<file path="config.mk">
export PLATFORM = sky130hd
export DESIGN_NAME = pslv_buffers
export DESIGN_NICKNAME = d
export VERILOG_FILES = /design/src/hw/pslv_pkg.sv /design/src/hw/pslv_buffers.sv
export SDC_FILE = /design/constraint.sdc
export NUM_CORES = 1
export LEC_CHECK = 0
export BUFFER_PORTS_ARGS = -buffer_cell sky130_fd_sc_hd__clkbuf_2
export CAP_MARGIN = 0
export CORE_MARGIN = 2
export CORE_UTILIZATION = 40
export DETAILED_ROUTE_END_ITERATION = 6
export SETUP_SLACK_MARGIN = 0.15
export SYNTH_ARGS = -nofsm -noshare
export SYNTH_HDL_FRONTEND = slang
export SYNTH_SLANG_ARGS = --single-unit
</file>
<file path="constraint.sdc">
create_clock -name clk -period 2.1 [get_ports clk]
set_input_delay 0.21 -clock clk [delete_from_list [all_inputs] [get_ports clk]]
set_output_delay 0.21 -clock clk [all_outputs]
set_load 0.01 [all_outputs]
</file>
<file path="src/hw/pslv_pkg.sv">
// Package: register map, field positions and types of the parallel slave port buffers
package pslv_pkg;
  // ************************************************************
  // Register indices (plain port addresses)
  // ************************************************************
  localparam logic [3:0]  ADDR_PIN_ENABLE  = 4'h0;
  localparam logic [3:0]  ADDR_STATUS      = 4'h1;
  localparam logic [3:0]  ADDR_PAD_CFG     = 4'h2;
  localparam logic [3:0]  ADDR_CONTROL     = 4'h3;
  localparam logic [3:0]  ADDR_OUT_WORD1   = 4'h4;
  localparam logic [3:0]  ADDR_OUT_WORD2   = 4'h5;
  localparam logic [3:0]  ADDR_IN_WORD1    = 4'h6;
  localparam logic [3:0]  ADDR_IN_WORD2    = 4'h7;
  localparam logic [3:0]  ADDR_IRQ_STATUS  = 4'h8;
  localparam logic [3:0]  ADDR_IRQ_MASK    = 4'h9;
  // ************************************************************
  // Field positions
  // ************************************************************
  localparam int ST_IN_ALL_FULL   = 15;
  localparam int ST_IN_OVERFLOW   = 14;
  localparam int ST_IN_SLOT_LO    = 8;
  localparam int ST_OUT_ALL_EMPTY = 7;
  localparam int ST_OUT_UNDERFLOW = 6;
  localparam int ST_OUT_SLOT_LO   = 0;
  localparam int CTL_MODE_LO      = 0;
  localparam int CTL_IRQSEL_LO    = 2;
  localparam int IRQ_ACCESS       = 0;
  localparam int IRQ_OVERFLOW     = 1;
  localparam int IRQ_UNDERFLOW    = 2;
  // ************************************************************
  // Reset values and encodings
  // ************************************************************
  localparam logic [15:0] PIN_ENABLE_RST  = 16'h0000;
  localparam logic [3:0]  IN_FULL_RST     = 4'h0;
  localparam logic [3:0]  OUT_EMPTY_RST   = 4'hF;
  localparam logic [1:0]  MODE_LEGACY     = 2'b00;
  localparam logic [1:0]  MODE_ENHANCED   = 2'b01;
  localparam logic [1:0]  IRQSEL_SLOT3    = 2'b11;
  localparam logic [1:0]  LAST_SLOT       = 2'b11;

  typedef struct packed {
    logic [3:0]  addr;
    logic [15:0] wdata;
    logic        wr;
    logic        rd;
  } reg_req_t;

  typedef struct packed {
    logic       cs;
    logic       rd;
    logic       wr;
    logic [1:0] a;
    logic [7:0] d;
  } host_pins_t;
endpackage : pslv_pkg
</file>
<file path="src/hw/pslv_buffers.sv">
// Parallel slave port: addressable byte buffers, status flags and pin function enables
//
// Behaviour
// - Top enable gives pins 15:14 to port
// - Middle enables give address pins 13:2
// - Low enable gives pins 1:0 to port
// - All-full flag only when every slot full
// - Host write to full slot sets overflow
// - Slot full set by host write, cleared by read
// - All-empty flag only when every slot empty
// - Host read of empty slot sets underflow
// - Slot empty cleared by write, set on host read
// - Host low address lines select byte slot
// - Reset: empty flags one, others zero
// - Mode one is enhanced addressable slave port
// - Interrupt mode three fires on slot three
//
// Local design decisions: the address-and-strobe port and the register offsets.
`timescale 1ns/1ps
`default_nettype none
module pslv_buffers
  import pslv_pkg::*;
(
  input  wire logic                 clk,
  input  wire logic                 srst,
  input  wire pslv_pkg::reg_req_t   req,
  output logic [15:0]               rdata,
  input  wire pslv_pkg::host_pins_t host_in,
  output logic [7:0]                host_d_out,
  output logic                      host_d_oe_n,
  output logic [15:0]               pin_is_port,
  output logic                      threshold_ttl,
  output logic                      irq
);
  import pslv_pkg::*;

  // ************************************************************
  // Host pin synchronisers
  // ************************************************************
  host_pins_t pin_s1_r;
  host_pins_t pin_s2_r;
  host_pins_t pin_prev_r;
  always_ff @(posedge clk) begin
    if (srst) begin
      pin_s1_r   <= '0;
      pin_s2_r   <= '0;
      pin_prev_r <= '0;
    end else begin
      pin_s1_r   <= host_in;
      pin_s2_r   <= pin_s1_r;
      pin_prev_r <= pin_s2_r;
    end
  end

  // ************************************************************
  // Configuration registers
  // ************************************************************
  logic [15:0] pin_function_enable_r;
  logic        threshold_r;
  logic [1:0]  mode_r;
  logic [1:0]  irq_sel_r;
  logic [2:0]  irq_mask_r;
  always_ff @(posedge clk) begin
    if (srst) begin
      pin_function_enable_r <= PIN_ENABLE_RST;
      threshold_r           <= 1'b0;
      mode_r                <= MODE_LEGACY;
      irq_sel_r             <= 2'b00;
      irq_mask_r            <= 3'b000;
    end else if (req.wr) begin
      unique case (req.addr)
        ADDR_PIN_ENABLE: pin_function_enable_r <= req.wdata;
        ADDR_PAD_CFG:    threshold_r <= req.wdata[0];
        ADDR_CONTROL: begin
          mode_r    <= req.wdata[CTL_MODE_LO +: 2];
          irq_sel_r <= req.wdata[CTL_IRQSEL_LO +: 2];
        end
        ADDR_IRQ_MASK:   irq_mask_r <= req.wdata[2:0];
        default: ;
      endcase
    end
  end

  // ************************************************************
  // Pin functions
  // ************************************************************
  // Pins stay general port I/O while their enable is clear
  always_ff @(posedge clk) begin
    if (srst) begin
      pin_is_port   <= 16'h0000;
      threshold_ttl <= 1'b0;
    end else begin
      pin_is_port[15:14] <= pin_function_enable_r[15:14];
      pin_is_port[13:2]  <= pin_function_enable_r[13:2];
      pin_is_port[1:0]   <= pin_function_enable_r[1:0];
      threshold_ttl      <= threshold_r;
    end
  end

  // ************************************************************
  // Host access decode
  // ************************************************************
  logic       enhanced;
  logic       host_sel;
  logic       host_wr_ev;
  logic       host_rd_ev;
  logic [1:0] host_slot;
  assign enhanced   = (mode_r == MODE_ENHANCED);
  assign host_sel   = enhanced && pin_s2_r.cs && pin_function_enable_r[0] && pin_function_enable_r[1];
  // Write strobe falling edge ends the cycle; data and address are settled by then; reads count on the rising edge of rd
  assign host_wr_ev = host_sel && pin_prev_r.wr && !pin_s2_r.wr;
  assign host_rd_ev = host_sel && pin_s2_r.rd && !pin_prev_r.rd;
  assign host_slot  = pin_s2_r.a;

  // ************************************************************
  // Byte buffers and flags
  // ************************************************************
  logic [7:0] out_buf_r [4];
  logic [7:0] in_buf_r  [4];
  logic [3:0] in_full_r;
  logic [3:0] out_empty_r;
  logic       in_overflow_r;
  logic       out_underflow_r;
  logic [3:0] sw_out_wr;
  logic [3:0] sw_in_rd;
  always_comb begin
    sw_out_wr = 4'h0;
    sw_in_rd  = 4'h0;
    if (req.wr && req.addr == ADDR_OUT_WORD1) sw_out_wr[1:0] = 2'b11;
    if (req.wr && req.addr == ADDR_OUT_WORD2) sw_out_wr[3:2] = 2'b11;
    if (req.rd && req.addr == ADDR_IN_WORD1)  sw_in_rd[1:0]  = 2'b11;
    if (req.rd && req.addr == ADDR_IN_WORD2)  sw_in_rd[3:2]  = 2'b11;
  end

  always_ff @(posedge clk) begin
    if (srst) begin
      for (int i = 0; i < 4; i++) begin
        out_buf_r[i] <= 8'h00;
        in_buf_r[i]  <= 8'h00;
      end
    end else begin
      if (req.wr && req.addr == ADDR_OUT_WORD1) begin
        out_buf_r[0] <= req.wdata[7:0];
        out_buf_r[1] <= req.wdata[15:8];
      end
      if (req.wr && req.addr == ADDR_OUT_WORD2) begin
        out_buf_r[2] <= req.wdata[7:0];
        out_buf_r[3] <= req.wdata[15:8];
      end
      // A write to a full slot is dropped; the unread byte is kept
      if (host_wr_ev && !in_full_r[host_slot]) in_buf_r[host_slot] <= pin_s2_r.d;
    end
  end

  // Hardware set wins over a same-cycle software clear or read
  always_ff @(posedge clk) begin
    if (srst) begin
      in_full_r   <= IN_FULL_RST;
      out_empty_r <= OUT_EMPTY_RST;
    end else begin
      for (int i = 0; i < 4; i++) begin
        if (host_wr_ev && host_slot == 2'(i)) in_full_r[i] <= 1'b1;
        else if (sw_in_rd[i]) in_full_r[i] <= 1'b0;
        if (host_rd_ev && host_slot == 2'(i)) out_empty_r[i] <= 1'b1;
        else if (sw_out_wr[i]) out_empty_r[i] <= 1'b0;
      end
    end
  end

  always_ff @(posedge clk) begin
    if (srst) begin
      in_overflow_r   <= 1'b0;
      out_underflow_r <= 1'b0;
    end else begin
      if (host_wr_ev && in_full_r[host_slot]) in_overflow_r <= 1'b1;
      else if (req.wr && req.addr == ADDR_STATUS && !req.wdata[ST_IN_OVERFLOW]) in_overflow_r <= 1'b0;
      if (host_rd_ev && out_empty_r[host_slot]) out_underflow_r <= 1'b1;
      else if (req.wr && req.addr == ADDR_STATUS && !req.wdata[ST_OUT_UNDERFLOW]) out_underflow_r <= 1'b0;
    end
  end

  logic in_all_full;
  logic out_all_empty;
  assign in_all_full   = &in_full_r;
  assign out_all_empty = &out_empty_r;

  // ************************************************************
  // Host data drive
  // ************************************************************
  always_ff @(posedge clk) begin
    if (srst) begin
      host_d_out  <= 8'h00;
      host_d_oe_n <= 1'b1;
    end else begin
      host_d_out  <= out_buf_r[host_slot];
      host_d_oe_n <= !(host_sel && pin_s2_r.rd);
    end
  end

  // ************************************************************
  // Interrupts
  // ************************************************************
  logic [2:0] irq_status_r;
  logic [2:0] irq_set;
  assign irq_set[IRQ_ACCESS]    = (irq_sel_r == IRQSEL_SLOT3) && (host_wr_ev || host_rd_ev)
                                  && host_slot == LAST_SLOT;
  assign irq_set[IRQ_OVERFLOW]  = host_wr_ev && in_full_r[host_slot];
  assign irq_set[IRQ_UNDERFLOW] = host_rd_ev && out_empty_r[host_slot];
  always_ff @(posedge clk) begin
    if (srst) begin
      irq_status_r <= 3'b000;
      irq          <= 1'b0;
    end else begin
      irq_status_r <= irq_set | (irq_status_r &
                      ~((req.wr && req.addr == ADDR_IRQ_STATUS) ? req.wdata[2:0] : 3'b000));
      irq          <= |(irq_status_r & irq_mask_r);
    end
  end

  // ************************************************************
  // Register read
  // ************************************************************
  logic [15:0] status_word;
  always_comb begin
    status_word = 16'h0000;
    status_word[ST_IN_ALL_FULL]            = in_all_full;
    status_word[ST_IN_OVERFLOW]            = in_overflow_r;
    status_word[ST_IN_SLOT_LO +: 4]        = in_full_r;
    status_word[ST_OUT_ALL_EMPTY]          = out_all_empty;
    status_word[ST_OUT_UNDERFLOW]          = out_underflow_r;
    status_word[ST_OUT_SLOT_LO +: 4]       = out_empty_r;
  end

  always_ff @(posedge clk) begin
    if (srst) begin
      rdata <= 16'h0000;
    end else if (req.rd) begin
      unique case (req.addr)
        ADDR_PIN_ENABLE: rdata <= pin_function_enable_r;
        ADDR_STATUS:     rdata <= status_word;
        ADDR_PAD_CFG:    rdata <= {15'h0000, threshold_r};
        ADDR_CONTROL:    rdata <= {12'h000, irq_sel_r, mode_r};
        ADDR_OUT_WORD1:  rdata <= {out_buf_r[1], out_buf_r[0]};
        ADDR_OUT_WORD2:  rdata <= {out_buf_r[3], out_buf_r[2]};
        ADDR_IN_WORD1:   rdata <= {in_buf_r[1], in_buf_r[0]};
        ADDR_IN_WORD2:   rdata <= {in_buf_r[3], in_buf_r[2]};
        ADDR_IRQ_STATUS: rdata <= {13'h0000, irq_status_r};
        ADDR_IRQ_MASK:   rdata <= {13'h0000, irq_mask_r};
        default:         rdata <= 16'h0000;
      endcase
    end else begin
      rdata <= 16'h0000;
    end
  end
endmodule : pslv_buffers
`default_nettype wire

</file>
After elaboration in Yosys (flattened, before gate mapping):

Memory sizes are Yosys's and may differ from the RTL's. A register that Yosys moved wholly into a read port is not among the register bits.
Index checks and enable logic that the tools add are counted.

* register bits after elaboration: 100
* bits in latches: 0
* RAM bits: 64
* bits in read-only memories: 0
* output and inout bits: 43
* word-level logic and storage cells: 155
* memories: 2

* $add $sub $neg: 0
* $mul: 0
* div/mod/pow operators: 0
* $lt $le $gt $ge: 1
* equal/unequal tests: 14
* shift operators: 0
* muxes and demuxes: 40
* bitwise operators: 9
* reductions and logical operators: 56

Memory list
* in_buf_r: depth 4, bits a word 8, rd ports 4, clocked after Yosys merged registers in 0, wr ports 4, RTL line pslv_buffers.sv:119 `logic [7:0] in_buf_r [4];`
* out_buf_r: depth 4, bits a word 8, rd ports 5, clocked after Yosys merged registers in 1, wr ports 4, RTL line pslv_buffers.sv:118 `logic [7:0] out_buf_r [4];`

Operator list (count)
* 16-bit case mux with 10 select lines: 1
* 8-bit 2-to-1 mux: 5
* 1-bit logical AND: 28
* 1-bit 2-to-1 mux: 26
* 4-bit by 3-bit == test with 1-bit output, second input constant: 4
* 2-bit nonzero test: 6
* 2-bit 2-to-1 mux: 5
* 2-bit OR reduction: 5
* 4-bit by 2-bit == test with 1-bit output, second input constant: 2
* 4-bit == test, second input constant: 2
* 2-bit AND reduction: 4
* 4-bit AND reduction: 2
* 8-bit OR reduction: 1
* 3-bit AND: 2
* 2-bit == test, second input constant: 3
* 1-bit zero test: 6
* 1-bit binary-select mux with 2-bit select: 2
* 2-bit by 1-bit == test with 1-bit output, second input constant: 2
* 4-bit by 1-bit == test with 1-bit output, second input constant: 1
* 4-bit zero test: 1
* 1-bit bitwise OR: 4
* 2-bit by 3-bit less-than comparator with 1-bit output, second input constant: 1
* 3-bit 2-to-1 mux: 1
* 3-bit inverter: 1
* other kinds (5): 5

Depth between registers and ports, before layout:

* depth after elaboration: 12
* depth in mapped cells: 7
* depth with buffers taken out: 4

Worst setup path after synthesis:

OpenSTA, ideal clock, no wires.

* path kind: register to register
* start point: register pin_s2_r (netlist bit host_slot[0])
* end point: memory in_buf_r[3][0], enable pin
* library setup time: 0.331 ns
* arrival: 1.684 ns
* data required time: 1.769 ns
* setup slack: 0.086 ns
* stages on the path, launching flop included: 5
* buffers on the path: 1
* clock period less this slack: 2.014 ns
* path through: dfxtp_1 > buf_6 > mux4_2 > nor4_2 > a31o_1

RTL lines
* start, declared: RTL line pslv_buffers.sv:41 `host_pins_t pin_s2_r;`
* start signal, assigned: RTL line pslv_buffers.sv:50 `pin_s2_r <= pin_s1_r;`
* end, declared: RTL line pslv_buffers.sv:119

==> impl_metrics.json <==
{
  "status": "completed",
  "power_density_nw_per_um2": 877,
  "grt_pass1_vias": 4749,
  "die_w_um": 135,
  "crit_slowest_cell": "nor4_4",
  "final_max_slew_viol_count": 0,
  "maxCapViolCount": 0,
  "io_pins": 80,
  "skew_ns": 0.00835,
  "critPathRequiredTime_ns": 2.22,
  "port_buffers": 79,
  "layout_commonest_cell": "dfxtp_1",
  "post-route-period-util_pct": 89.0,
  "numCtsBuffers": 17,
  "clock_sinks": 172,
  "ys_warn_count": 0,
  "drc": 0,
  "criticalPathCategory": "register to register",
  "grt_pass1_wl_um": 27000,
  "start_util_pct": 41.1,
  "fmax_ghz": 0.535,
  "firstDrtPassIters": 5,
  "critPathMaxStageDelay_ns": 0.46,
  "synth_edf_count": 64,
  "cp.arrival_ns": 1.99,
  "synth-seq-cells": 172,
  "first_iter_violations": 634,
  "hold_slack_ns": 0.0104,
  "setup_violations": 0,
  "critPathBufInv": 0,
  "cts_setup_buffers": 0,
  "insertion_delay_ns": 0.43,
  "tns_ns": 0,
  "core-area_sq_um": 16600,
  "async_flop_share_pct": 0,
  "synth_area_sq_um": 6840,
  "place_inst": 893,
  "synth-seq-area-share_pct": 59.7,
  "clkTransAtPathRegs_ns": 0.07,
  "ys.flop_type": "dfxtp_1",
  "mostFrequentLayoutCells": "108 x dfxtp_1, 78 x clkbuf_2, 64 x edfxtp_1, 62 x nor2_1, 60 x nand2_1",
  "tightest_slew_ns": 0.465,
  "die_y_um": 135,
  "rows": 47,
  "ys_top_cells_by_area": "dfxtp_1 32%, edfxtp_1 28%, nor2b_1 5.4%",
  "overflow": 0,
  "cts_tree": "yes",
  "vias": 5023,
  "synth_top_cell_by_area": "dfxtp_1",
  "instances_no_fill": 937,
  "fillers": 1492,
  "max-slew-margin-rel_pct": 68.9,
  "syn_to_final_growth_pct": 22.1,
  "routabilityCongestion": 0.947,
  "cts_buffer_depth": 2,
  "rsz0062_at_grt": "false",
  "ant_nets": 0,
  "end_kind": "register",
  "leakagePower_nw": 3.17,
  "htree_levels": 4,
  "setup.worst_path.start_class": "register",
  "syn-mean-instance-area_sq_um": 11.3,
  "wl_per_cell_um": 18.7,
  "grt_max_degree": 37,
  "track_usage_pct": 20.0,
  "dp.final_hpwl_um": 12800,
  "antenna_found_initial": 0,
  "cp_top_family": "simple AND/OR/NAND/NOR gates",
  "finalPower_mw": 7.33,
  "syn-num-nets": 644,
  "vias_per_cell": 5.36,
  "path_cells": "nand4_1 -> nor4_4 -> a21o_2",
  "ir_drop_mv": 0.593,
  "synth.distinct_cells": 47,
  "yosysTopAreaCellShare_pct": 31.6,
  "crit_path_max_fanout": 8,
  "antenna_cells": 0,
  "drive_gt1_share_pct": 23.3,
  "fin_nets": 741,
  "totalWireLength_um": 17500,
  "fin_crit_ns": 1.87,
  "die_area_sq_um": 18200,
  "root_buffer": "clkbuf_16",
  "hold_viol": 0,
  "hold_class": "primary input to register",
  "netlist_instances": 607
}
==> final cells by class <==
class	count	area, sq um	share of cell area (%)
multi-input combinational	393	2600	31.1
sequential	172	4080	48.9
timing repair buffer	117	776	9.29
tap	220	275	3.30
clock inverter	15	184	2.20
inverter	3	11.3	0.135
clock buffer	17	425	5.09
==> state kept, by name (all words and copies together) (netlist names), 2 cells and up <==
register,count
out_buf_r,32
irq_status_r,3
pin_prev_r,2
pin_s1_r,13
irq_mask_r,3
pin_function_enable_r,16
out_empty_r,4
irq_sel_r,2
rdata,16
pin_is_port,16
in_full_r,4
host_slot,2
mode_r,2
pin_s2_r,11
in_buf_r,32
host_d_out,8
==> path summary, 6_finish.rpt <==
kind	start	to	slack, ns	cells past startpoint
worst min register to register	pin_s1_r[6]	pin_s2_r[6]	0.43	1
worst min-delay path	host_in[8]	pin_s1_r[8]	0.01	2
worst max-delay path	pin_function_enable_r[0]	in_buf_r[0][7]	0.23	3
worst max register to register	pin_function_enable_r[0]	in_buf_r[0][7]	0.23	3
==> cells in the mapped netlist (2+ instances only) <==
cell type and number:
dfxtp_1 108, edfxtp_1 64, nor2_1 62, nand2_1 60, nor2b_1 59, and2_1 35
a21oi_1 27, clkbuf_1 25, mux2i_1 20, a22oi_1 14, mux4_2 13, nand3_1 12
buf_2 11, a22o_1 10, o2bb2ai_1 8, mux2_2 7, nand4_1 6, a31oi_1 5
o21ai_0 5, a221o_1 4, and3_1 4, nand2b_1 4, nand3b_1 4, a21o_1 3
a32oi_1 3, inv_1 3, mux2_1 3, nor3_1 3, nor4_2 3, or3_1 3
a31o_2 2, buf_1 2
==> cell families (layout without fill, tap and decap cells) <==
family	count (synthesis)	in the layout	share of synthesized area [%]
DFF	172	172	59.7
and+or+nand+nor	260	260	19.5
AOI/OAI and AO/OA	90	90	9.28
muxes	43	43	8.86
buffers and inverters	42	152	2.62
==> metrics by stage <==
step / worst slack [ns] / area, sq um / utilization [%]
CTS: 0.142 / 8340 / 50.1
global placement: 0.168 / 7610 / 45.7
global route: 0.191 / 8350 / 50.2
finish: 0.232 / 8350 / 50.2
detailed placement: 0.0754 / 7610 / 45.7
floorplan: 0.178 / 6850 / -
==> power breakdown <==
group          internal, mW  total (mW)  switching, mW
clock network          1.89        3.23           1.33
logic                 0.213       0.479          0.265
registers              3.56        3.62         0.0615
==> routing by layer <==
layer | track usage (%) | share of wire (%) | up-vias
met3 | 4.43 | 8.0 | 21
met1 | 27.8 | 44 | 2453
met5 | 0 | 0 | -
met4 | 7.08 | 2.1 | 0
li1 | - | - | 2335
met2 | 31.0 | 46 | 214
==> worst register-to-register path, delay by kind of cell (launching register included) <==
family          cells  cell delay [ns]
compound gates      1             0.31
flops               1             0.42
simple gates        2             0.83
==> timing repair <==
action / in CTS / in global routing
setup endpoints to repair: 32 / 32
hold buffers: 12 / 0
pin swaps: 0 / 1
gates resized for setup: 3 / 1
hold endpoints to repair: 12 / 0
No activity file was read; power rests on OpenSTA's default activity.
